===== config.mk =====
export PLATFORM = sky130hd
export DESIGN_NAME = stls_core
export DESIGN_NICKNAME = d
export VERILOG_FILES = /design/src/pkg/stls_pkg.sv /design/src/rtl/stls_core.sv
export SDC_FILE = /design/constraint.sdc
export NUM_CORES = 2
export LEC_CHECK = 0
export BUFFER_PORTS_ARGS = -buffer_cell sky130_fd_sc_hd__buf_2
export CAP_MARGIN = 20
export CORE_ASPECT_RATIO = 2
export CORE_MARGIN = 2
export CORE_UTILIZATION = 30
export DETAILED_ROUTE_END_ITERATION = 8
export HOLD_SLACK_MARGIN = 0.1
export SYNTH_ARGS = -nofsm -noshare
export SYNTH_HDL_FRONTEND = slang
export SYNTH_SLANG_ARGS = --single-unit
export TNS_END_PERCENT = 100

===== constraint.sdc =====
create_clock -name clk_sys -period 40 [get_ports clk_sys]
set_input_delay 8 -clock clk_sys [delete_from_list [all_inputs] [get_ports clk_sys]]
set_output_delay 8 -clock clk_sys [all_outputs]
set_load 0.02 [all_outputs]

===== src/pkg/stls_pkg.sv =====
// stls_pkg: constants and carrier types for the torque-limit select block.
// assumes a single 10 MHz system clock and a plain strobe register port.
package stls_pkg;
	localparam int STLS_CLK_MHZ = 10;
	// register offsets (word index equals byte address on this plain port)
	localparam logic [7:0] STLS_OFS_SYS_CFG = 8'h00;
	localparam logic [7:0] STLS_OFS_GAIN = 8'h01;
	localparam logic [7:0] STLS_OFS_OFFSET = 8'h02;
	localparam logic [7:0] STLS_OFS_CTRL = 8'h03;
	localparam logic [7:0] STLS_OFS_TUNE = 8'h04;
	localparam logic [7:0] STLS_OFS_RIGID = 8'h05;
	localparam logic [7:0] STLS_OFS_INERTIA = 8'h06;
	localparam logic [7:0] STLS_OFS_POSGAIN = 8'h07;
	localparam logic [7:0] STLS_OFS_SPDGAIN = 8'h08;
	localparam logic [7:0] STLS_OFS_SPDINT = 8'h09;
	localparam logic [7:0] STLS_OFS_FFWD = 8'h0A;
	localparam logic [7:0] STLS_OFS_STATUS = 8'h0B;
	localparam logic [7:0] STLS_OFS_LIMIT0 = 8'h10;
	// field positions
	localparam int STLS_BIT_ANALOG_EN = 0;
	localparam int STLS_BIT_AUTO_OFS = 1;
	localparam int STLS_BIT_SERVO_LOCK = 2;
	localparam int STLS_BIT_APPLY = 0;
	localparam int STLS_BIT_POWER_CYCLE = 1;
	// reset values and limits
	localparam logic [15:0] STLS_GAIN_RESET = 16'h001E;
	localparam logic [15:0] STLS_GAIN_MAX = 16'h012C;
	localparam logic [15:0] STLS_LIMIT_MAX = 16'h012C;
	localparam logic [15:0] STLS_LIMIT_RESET = 16'h0000;
	localparam logic [15:0] STLS_FULL_TORQUE = 16'h012C;
	localparam logic [15:0] STLS_MV_PER_V = 16'h03E8;
	localparam logic [15:0] STLS_AUTO_INERTIA_MAX = 16'h0032;
	localparam logic [15:0] STLS_MANUAL_INERTIA_MAX = 16'h0064;
	localparam logic [2:0] STLS_SET_ANALOG_LAST = 3'h1;

	typedef enum logic [1:0]
	{
		STLS_TUNE_AUTO = 2'b00,
		STLS_TUNE_SEMI = 2'b01,
		STLS_TUNE_MANUAL = 2'b10
	} stls_tune_type;

	typedef struct packed
	{
		logic [15:0] posGain;
		logic [15:0] spdGain;
		logic [15:0] spdInt;
		logic [15:0] feedFwd;
		logic [15:0] rigidity;
		logic [15:0] inertia;
		logic useEstimate;
	} stls_gains_type;
endpackage : stls_pkg


===== src/rtl/stls_core.sv =====
// stls_core: torque-limit data-set selection, analog limit scaling and
// gain-tuning parameter selection. registers on a plain strobe port; the
// select and clamp-enable pins arrive asynchronously and are synchronised.
`timescale 1ns/1ps
module stls_core
	import stls_pkg::*;
#(
	parameter int SETS = 8,
	parameter int AW = 8
)
(
	input wire logic clk_sys,
	input wire logic reset,
	input wire logic [AW-1:0] regAddr,
	input wire logic [15:0] regWrData,
	input wire logic regWrite,
	input wire logic regRead,
	output logic [15:0] regRdData_q,
	input wire logic data_select_bit0,
	input wire logic data_select_bit1,
	input wire logic data_select_bit2,
	input wire logic torque_clamp_enable_in,
	input wire logic [15:0] analogMilliVolt,
	input wire logic [15:0] producedTorque,
	input wire logic [15:0] estInertia,
	output logic [15:0] torqueMax_q,
	output logic torque_clamped_status_out,
	output stls_gains_type gains_q
);
	initial
	begin
		if (SETS != 8)
			$error("stls_core: exactly eight data sets are supported");
		if (AW < 5 || AW > 8)
			$error("stls_core: address width must be 5 to 8 for the map");
	end

	logic [2:0] pinMeta_q;
	logic [2:0] pinSync_q;
	logic clampMeta_q;
	logic clampSync_q;
	logic [15:0] limits_q [SETS];
	logic [15:0] gain_q, offsetParam_q, capOffset_q;
	logic [2:0] sysPend_q, sysCfg_q;
	stls_tune_type tune_q;
	logic [15:0] rigid_q, inertia_q, posGain_q, spdGain_q, spdInt_q, ffwd_q;
	logic [15:0] activeLimit;
	logic [31:0] analogLimit;
	logic [15:0] zeroRef, deltaMv;
	logic [2:0] setSel;
	logic torqueClampedQ;

	function automatic logic [15:0] clampTo(input logic [15:0] v, input logic [15:0] mx);
		clampTo = (v > mx) ? mx : v;
	endfunction : clampTo

	function automatic logic hit(input logic [AW-1:0] a, input logic [7:0] ofs);
		hit = (a == AW'(ofs));
	endfunction : hit

	// pin synchronisers; second stage feeds all logic
	always_ff @(posedge clk_sys or posedge reset)
	begin
		if (reset)
		begin
			pinMeta_q <= 3'h0;
			pinSync_q <= 3'h0;
			clampMeta_q <= 1'b0;
			clampSync_q <= 1'b0;
		end
		else
		begin
			pinMeta_q <= {data_select_bit2, data_select_bit1, data_select_bit0};
			pinSync_q <= pinMeta_q;
			clampMeta_q <= torque_clamp_enable_in;
			clampSync_q <= clampMeta_q;
		end
	end

	assign setSel = pinSync_q;

	// pending system config takes effect on power cycle only
	always_ff @(posedge clk_sys or posedge reset)
	begin
		if (reset)
		begin
			sysPend_q <= 3'h1;
			sysCfg_q <= 3'h1;
		end
		else
		begin
			if (regWrite && hit(regAddr, STLS_OFS_SYS_CFG))
				sysPend_q <= regWrData[2:0];
			if (regWrite && hit(regAddr, STLS_OFS_CTRL) && regWrData[STLS_BIT_POWER_CYCLE])
				sysCfg_q <= sysPend_q;
		end
	end

	// stored limits clamped to 300, reset to 0
	always_ff @(posedge clk_sys or posedge reset)
	begin
		if (reset)
		begin
			for (int i = 0; i < SETS; i++)
				limits_q[i] <= STLS_LIMIT_RESET;
		end
		else if (regWrite && regAddr[AW-1:3] == STLS_OFS_LIMIT0[AW-1:3])
			limits_q[regAddr[2:0]] <= clampTo(regWrData, STLS_LIMIT_MAX);
	end

	// analog gain, offset and auto-offset capture
	always_ff @(posedge clk_sys or posedge reset)
	begin
		if (reset)
		begin
			gain_q <= STLS_GAIN_RESET;
			offsetParam_q <= 16'h0000;
			capOffset_q <= 16'h0000;
		end
		else
		begin
			if (regWrite && hit(regAddr, STLS_OFS_GAIN))
				gain_q <= clampTo(regWrData, STLS_GAIN_MAX);
			if (regWrite && hit(regAddr, STLS_OFS_OFFSET))
				offsetParam_q <= regWrData;
			// capture 0 V reading on apply
			if (regWrite && hit(regAddr, STLS_OFS_CTRL) && regWrData[STLS_BIT_APPLY]
				&& sysCfg_q[STLS_BIT_AUTO_OFS])
				capOffset_q <= analogMilliVolt;
		end
	end

	assign zeroRef = sysCfg_q[STLS_BIT_AUTO_OFS] ? capOffset_q : offsetParam_q;
	assign deltaMv = (analogMilliVolt > zeroRef) ? 16'(analogMilliVolt - zeroRef) : 16'h0000;
	// percent = mV * gain / 1000
	assign analogLimit = (32'(deltaMv) * 32'(gain_q)) / 32'(STLS_MV_PER_V);

	// analog sets 0 and 1, digital otherwise
	always_comb
	begin
		if (sysCfg_q[STLS_BIT_ANALOG_EN] && setSel <= STLS_SET_ANALOG_LAST)
			activeLimit = (analogLimit > 32'(STLS_LIMIT_MAX)) ? STLS_LIMIT_MAX
				: analogLimit[15:0];
		else
			activeLimit = limits_q[setSel];
	end

	assign torqueClampedQ = clampSync_q && (producedTorque >= activeLimit);

	always_ff @(posedge clk_sys or posedge reset)
	begin
		if (reset)
		begin
			torqueMax_q <= STLS_FULL_TORQUE;
			torque_clamped_status_out <= 1'b0;
		end
		else
		begin
			torqueMax_q <= clampSync_q ? activeLimit : STLS_FULL_TORQUE;
			torque_clamped_status_out <= torqueClampedQ;
		end
	end

	// tuning parameter registers
	always_ff @(posedge clk_sys or posedge reset)
	begin
		if (reset)
		begin
			tune_q <= STLS_TUNE_AUTO;
			rigid_q <= 16'h0000;
			inertia_q <= 16'h0000;
			posGain_q <= 16'h0000;
			spdGain_q <= 16'h0000;
			spdInt_q <= 16'h0000;
			ffwd_q <= 16'h0000;
		end
		else if (regWrite)
		begin
			if (hit(regAddr, STLS_OFS_TUNE) && regWrData[1:0] != 2'b11)
				tune_q <= stls_tune_type'(regWrData[1:0]);
			if (hit(regAddr, STLS_OFS_RIGID))
				rigid_q <= regWrData;
			if (hit(regAddr, STLS_OFS_INERTIA))
				inertia_q <= regWrData;
			if (hit(regAddr, STLS_OFS_POSGAIN))
				posGain_q <= regWrData;
			if (hit(regAddr, STLS_OFS_SPDGAIN))
				spdGain_q <= regWrData;
			if (hit(regAddr, STLS_OFS_SPDINT))
				spdInt_q <= regWrData;
			if (hit(regAddr, STLS_OFS_FFWD))
				ffwd_q <= regWrData;
		end
	end

	// honored gains per mode; unused fields read zero
	always_ff @(posedge clk_sys or posedge reset)
	begin
		if (reset)
			gains_q <= '0;
		else
		begin
			gains_q <= '0;
			gains_q.rigidity <= rigid_q;
			case (tune_q)
				// estimate limited to 50 times rotor
				STLS_TUNE_AUTO:
				begin
					gains_q.useEstimate <= 1'b1;
					gains_q.inertia <= clampTo(estInertia, STLS_AUTO_INERTIA_MAX);
				end
				STLS_TUNE_SEMI:
					gains_q.inertia <= clampTo(inertia_q, STLS_MANUAL_INERTIA_MAX);
				STLS_TUNE_MANUAL:
				begin
					gains_q.inertia <= clampTo(inertia_q, STLS_MANUAL_INERTIA_MAX);
					gains_q.spdGain <= spdGain_q;
					gains_q.spdInt <= spdInt_q;
					// servo lock gates position gain and feed-forward
					if (sysCfg_q[STLS_BIT_SERVO_LOCK])
					begin
						gains_q.posGain <= posGain_q;
						gains_q.feedFwd <= ffwd_q;
					end
				end
				default:
					gains_q.useEstimate <= 1'b0;
			endcase
		end
	end

	// read port: data in the cycle after the strobe only
	always_ff @(posedge clk_sys or posedge reset)
	begin
		if (reset)
			regRdData_q <= 16'h0000;
		else if (!regRead)
			regRdData_q <= 16'h0000;
		else if (regAddr[AW-1:3] == STLS_OFS_LIMIT0[AW-1:3])
			regRdData_q <= limits_q[regAddr[2:0]];
		else
		begin
			case (regAddr)
				AW'(STLS_OFS_SYS_CFG): regRdData_q <= {13'h0000, sysPend_q};
				AW'(STLS_OFS_GAIN): regRdData_q <= gain_q;
				AW'(STLS_OFS_OFFSET): regRdData_q <= offsetParam_q;
				AW'(STLS_OFS_CTRL): regRdData_q <= capOffset_q;
				AW'(STLS_OFS_TUNE): regRdData_q <= {14'h0000, tune_q};
				AW'(STLS_OFS_RIGID): regRdData_q <= rigid_q;
				AW'(STLS_OFS_INERTIA): regRdData_q <= inertia_q;
				AW'(STLS_OFS_POSGAIN): regRdData_q <= posGain_q;
				AW'(STLS_OFS_SPDGAIN): regRdData_q <= spdGain_q;
				AW'(STLS_OFS_SPDINT): regRdData_q <= spdInt_q;
				AW'(STLS_OFS_FFWD): regRdData_q <= ffwd_q;
				AW'(STLS_OFS_STATUS): regRdData_q <= {9'h000, sysCfg_q, setSel, clampSync_q};
				default: regRdData_q <= 16'h0000;
			endcase
		end
	end

	// ceiling is full torque one cycle after clamp drops
	a_full_torque_off: assert property (@(posedge clk_sys) disable iff (reset)
		!clampSync_q |=> torqueMax_q == STLS_FULL_TORQUE) else $error("ceiling not 300");
	a_clamp_follows_set: assert property (@(posedge clk_sys) disable iff (reset)
		clampSync_q |=> torqueMax_q == $past(activeLimit)) else $error("clamp wrong");
	a_status_off_clamp: assert property (@(posedge clk_sys) disable iff (reset)
		!clampSync_q |=> !torque_clamped_status_out) else $error("status while off");
	a_status_on_reach: assert property (@(posedge clk_sys) disable iff (reset)
		clampSync_q && producedTorque >= activeLimit |=> torque_clamped_status_out)
		else $error("status missing");
	// config changes only on power cycle
	a_cfg_held: assert property (@(posedge clk_sys) disable iff (reset)
		!(regWrite && hit(regAddr, STLS_OFS_CTRL)) |=> $stable(sysCfg_q))
		else $error("config changed early");
	a_gain_range: assert property (@(posedge clk_sys) disable iff (reset)
		gain_q <= STLS_GAIN_MAX) else $error("gain out of range");
	// no position gain without servo lock
	a_lock_gates_pos: assert property (@(posedge clk_sys) disable iff (reset)
		!$past(sysCfg_q[STLS_BIT_SERVO_LOCK]) |-> gains_q.posGain == 16'h0000)
		else $error("position gain without lock");
	a_semi_no_est: assert property (@(posedge clk_sys) disable iff (reset)
		tune_q == STLS_TUNE_SEMI ##1 tune_q == STLS_TUNE_SEMI |-> !gains_q.useEstimate)
		else $error("estimate in semi mode");
	a_limit_range: assert property (@(posedge clk_sys) disable iff (reset)
		limits_q[setSel] <= STLS_LIMIT_MAX) else $error("limit out of range");
endmodule : stls_core


# Word level (Yosys, flattened, before mapping)
# Index checks and enable logic that the tools add are counted.
# Widths: inputs -> output; s select.
word_totals:
  rom_bits: 0
  word_cells: 111
  reg_bits: 418
  latchBits: 0
  memories: 0
  ramBits: 0
op_classes:
  mul: 1
  order_cmp: 10
  shifts: 0
  div: 1
  eq_ne: 15
  n_reduce_logical: 22
  mux: 25
  n_addsub: 1
  bitwise_logic: 2
op_table:
  columns: ["cell", "n"]
  rows:
  - ["$mux 16", 17]
  - ["$pmux 16 s12", 1]
  - ["$bwmux 128", 1]
  - ["$bmux 16 s3", 2]
  - ["$mux 64", 1]
  - ["$demux 16 s3", 1]
  - ["$div 32x10->32 const B", 1]
  - ["$eq 8x3->1 const B", 4]
  - ["$eq 8x4->1 const B", 4]
  - ["$gt 32x9->1 const B", 1]
  - ["$mul 16x16->32", 1]
  - ["$pmux 16 s2", 1]
  - ["$eq 8x2->1 const B", 2]
  - ["$ge 16x16->1", 1]
  - ["$gt 16x16->1", 1]
  - ["$gt 16x6->1 const B", 1]
  - ["$gt 16x7->1 const B", 1]
  - ["$gt 16x9->1 const B", 1]
  - ["$sub 16x16->16", 1]
  - ["$reduce_and 2->1", 7]
  - ["$logic_and 1x1->1", 12]
  - ["$eq 8x1->1 const B", 1]
  - ["$ge 4x4->1 const B", 2]
  - ["$logic_not 8->1", 1]
  - ["other kinds (10)", 11]

# Longest topological paths before layout
logic_depth:
  word_depth: 10
  mapped_depth: 126
  mapped_depth_nobuf: 112

# Worst setup path after synthesis
# Ideal clock, no wire load.
synth_timing:
  kind: "input to register"
  startpoint: "input analogMilliVolt[1]"
  endpoint: "register torque_clamped_status_out"
  arrival_ns: 32.822
  required_time_ns: 39.868
  stages: 116
  setup_ns: 0.132
  path_slack_ns: 7.046
  path_buffers: 6
  cell_sequence: "ha_1 -> a21o_1 -> a21o_1 -> a21oi_1 -> o21bai_1 -> a21o_1 -> a21o_1 -> nand2_1 -> nand2_1 -> a21o_1 -> a21o_1 -> a21o_1 -> a21o_1 -> a21o_1 -> a21o_1 -> a21oi_1 -> xnor2_1 -> and2_1 -> (+80 left out) -> a21oi_1 -> nor2b_1 -> o21ai_0 -> nand2b_1 -> a21oi_1 -> nor2b_1 -> o21ai_0 -> nand2b_1 -> a21oi_1 -> nor2b_1 -> o21ai_0 -> nand2b_1 -> a21oi_1 -> nor2b_1 -> o21ai_0 -> nand2b_1 -> a21oi_1 -> nor2_1"
synth_between:
  elab_chain_cells: 9
  elab_cells_between_ends: 10
synth_lines:
  columns: ["item", "line", "source"]
  rows:
  - ["start, declared", "stls_core.sv:23", "input wire logic [15:0] analogMilliVolt,"]
  - ["$sub 16x16->16 / $gt 16x16->1 (equally long branches)", "stls_core.sv:134", "assign deltaMv = (analogMilliVolt > zeroRef) ? 16'(analogMilliVolt - zeroRef) : 16'h0000;"]
  - ["$mux 16 *", "stls_core.sv:134", null]
  - ["$mul 16x16->32 *", "stls_core.sv:136", "assign analogLimit = (32'(deltaMv) * 32'(gain_q)) / 32'(STLS_MV_PER_V);"]
  - ["$div 32x10->32 *", "stls_core.sv:136", null]
  - ["$gt 32x9->1", "stls_core.sv:142", "activeLimit = (analogLimit > 32'(STLS_LIMIT_MAX)) ? STLS_LIMIT_MAX"]
  - ["$mux 16 *", "stls_core.sv:142", null]
  - ["$mux 16 *", "stls_core.sv:141", "if (sysCfg_q[STLS_BIT_ANALOG_EN] && setSel <= STLS_SET_ANALOG_LAST)"]
  - ["$ge 16x16->1 *", "stls_core.sv:148", "assign torqueClampedQ = clampSync_q && (producedTorque >= activeLimit);"]
  - ["$logic_and 1x1->1 *", "stls_core.sv:148", null]
  - ["via torqueClampedQ", "stls_core.sv:51", "logic torqueClampedQ;"]
  - ["end signal, assigned", "stls_core.sv:160", "torque_clamped_status_out <= torqueClampedQ;"]
  - ["end, declared", "stls_core.sv:27", "output logic torque_clamped_status_out,"]
# The timed path passes the listed nets; every way through them passes the cells marked *.
# A chain may end at the register's enable or synchronous reset.

# Final worst setup path
# Ends and elaborated chain as after synthesis.

==> flow_metrics.tcl <==
set metrics [dict create \
    final.setup.worst_slack_ns 2.38 \
    first_pass_iters 6 \
    cpMostUsedCell "a21o_1" \
    antenna_found_initial 7 \
    nFillCells 12100 \
    place_congestion 0.915 \
    drc 0 \
    routed_wl_mm 117 \
    die_y_um 487 \
    ys_warn_count 0 \
    critPathCaptureType "register" \
    synth_ff_type "dfrtp_1" \
    globalRouteTotalUtil 0.193 \
    synth-simple-area-share 0.166 \
    io_buffers 209 \
    vias 29100 \
    peakVddDrop_mv 0.0364 \
    area_growth_pct 10.4 \
    syn_area_um2 35100 \
    grt_pass1_vias 30800 \
    finalCriticalPeriod_ns 37.62 \
    drive_gt1_frac 0.180 \
    utilization 0.334 \
    p_per_area_nw_per_um2 31.7 \
    cts.repair.resized 0 \
    skew_ns 0.0232 \
    fmax_ghz 0.0266 \
    clock-root-buffer "clkbuf_16" \
    synth_top_area_share 0.291 \
    p_leak_uw 0.0184 \
    syn_inst 3646 \
    io_pins 210 \
    clk_path_buf_depth 3 \
    slowest_delay_ns 0.87 \
    ant_nets 0 \
    core-area_um2 116000 \
    muxShareOfSynthArea 0.122 \
    synthAdderAreaFrac 0.163 \
    grt_start_max_net_pins 171 \
    nNetsFinal 4153 \
    slew-limit-headroom 0.167 \
    cts_buffers 34 \
    cts_tree "built" \
    drt_iter0_drc 1808 \
    dp_hpwl_mm 90.7 \
    outcome "finished clean" \
    grt_pass1_wl_mm 180 \
    cap_violations 0 \
    path_clk_slew_ns 0.07 \
    pre_cts_ws_ns 2.02 \
    cp_slowest_cell "a221oi_1" \
    synth_seq_cells 418 \
    synth-edff-count 0 \
    layout_commonest_cell "dfrtp_1" \
    dieArea_um2 120000 \
    report.final.slew_viol_count 0 \
    syn_area_per_cell_um2 9.61 \
    cts.htree.levels 2 \
    seq_area_frac_synth 0.299 \
    grt_overflow 0 \
    clk_latency_ns 0.56 \
    hp-class "reg2reg" \
    path_buf_inv 5 \
    layout_common_cells "dfrtp_1, nand2_1, inv_1" \
    finalSetupViolCount 0 \
    period_share 0.940 \
    core.rowCount 177 \
    synth_top_area_cell "dfrtp_1" \
    tns_ns 0 \
    cts_sinks 418 \
    rsz0062_at_grt "false" \
    whs_ns 0.348 \
    worstMarginPinSlew_ns 1.24 \
    path_delay_family "compound AO/OA/AOI/OAI gates" \
    synth_compound_area_frac 0.170 \
    synth_top_family_by_area "compound AO/OA/AOI/OAI gates" \
    die_w_um 246 \
    cp.arrival_ns 38.03 \
    synth_xor_area_frac 0.0301 \
    worst_ep_required_time_ns 40.41 \
    vias_per_cell 5.50 \
    ys_types 128 \
    cp_max_fo 14 \
    start_util 0.302 \
    cts_setup_buffers 0 \
    critPathKind "in2reg" \
    ys_top_cells_by_area "dfrtp_1, fa_1, mux2_2, ha_1, nand2_1" \
    async_flop_share 1.00 \
    hold_viol 0 \
    cts_hold_buf 0 \
    wl_per_cell_um 22.2 \
    startpoint_type "input pin" \
]
==> per-layer routing <==
layer  GRT usage  wire length (um)  vias to the layer above
li1            -                 -                    13200
met1       0.189             39900                    14600
met2       0.377             64400                      910
met3      0.0164              3820                      379
met4       0.133              8960                       10
met5           0                57                        -
==> path summary, 6_finish.rpt <==
path	start	endpoint	slack [ns]	cells after the start
worst max-delay path	analogMilliVolt[1]	torque_clamped_status_out	2.38	112
worst min-delay path	pinMeta_q[0]	pinSync_q[0]	0.35	0
worst max register to register	sysCfg_q[1]	torque_clamped_status_out	8.53	112
worst min register to register	pinMeta_q[0]	pinSync_q[0]	0.35	0
max in group asynchronous	reset	rigid_q[14]	29.44	6
min in group asynchronous	reset	gains_q[16]	7.55	2
==> layout make-up <==
cell class / instances / area (um2) / share of cell area
clock inverters: 13 / 110 / 0.00284
multi-input cells: 2785 / 22900 / 0.591
well taps: 1521 / 1900 / 0.0492
flip-flops and latches: 418 / 10500 / 0.271
diodes: 3 / 7.51 / 0.000194
repair buffers: 259 / 1450 / 0.0376
inverters: 241 / 912 / 0.0236
clock buffers: 48 / 975 / 0.0252
==> metrics by stage <==
| stage | instance area, um2 | cells | power, uW |
|---|---|---|---|
| detailed placement | 37600 | 5219 | 885 |
| global placement | 37600 | 5217 | 884 |
| CTS | 38600 | 5280 | 1230 |
| global route | 38700 | 5286 | 1290 |
| finish | 38700 | 5288 | 1230 |
| floorplan | 35100 | 3654 | 763 |
==> flip-flops by register name, indices dropped and copies added, names as in the netlist, 2 cells and up <==
| name | count |
|---|---|
| offsetParam_q | 16 |
| tune_q | 2 |
| rigid_q | 16 |
| posGain_q | 16 |
| regRdData_q | 16 |
| inertia_q | 16 |
| pinSync_q | 3 |
| ffwd_q | 16 |
| spdInt_q | 16 |
| sysPend_q | 3 |
| pinMeta_q | 3 |
| capOffset_q | 16 |
| gain_q | 16 |
| gains_q | 97 |
| limits_q | 128 |
| spdGain_q | 16 |
| torqueMax_q | 16 |
| sysCfg_q | 3 |
==> kinds of logic after synthesis <==
logic type,Yosys count
fa+ha+maj,340
other cells,1
flops,418
mux,328
compound gates,837
buf+inv,451
simple gates,1154
xor+xnor,117
==> power breakdown <==
group / switching, uW / internal, uW
registers: 11.0 / 436
logic: 295 / 142
clock network: 170 / 175
total: 476 / 753
==> Yosys cell counts, drive strengths merged, types with 10 or more instances <==
master / count
a21o: 51
dfstp: 10
o31ai: 20
a211o: 13
a31oi: 51
a22oi: 57
a211oi: 29
mux2: 216
nor4: 21
or2: 12
nor2b: 17
a222oi: 11
o221ai: 10
a21boi: 11
o311ai: 10
clkbuf: 148
nor3: 48
o21ai: 219
mux2i: 55
and3: 185
nand2: 386
o22a: 12
a2111oi: 10
o21a: 13
o211ai: 38
nand4: 30
nand3: 59
o2111ai: 18
dfrtp: 408
and2: 160
ha: 139
mux4: 57
buf: 62
or3: 14
a21oi: 149
fa: 195
xor2: 40
a221oi: 21
o22ai: 11
nor2: 172
inv: 241
nand2b: 17
xnor2: 77
No activity file was read; power rests on OpenSTA's default activity.
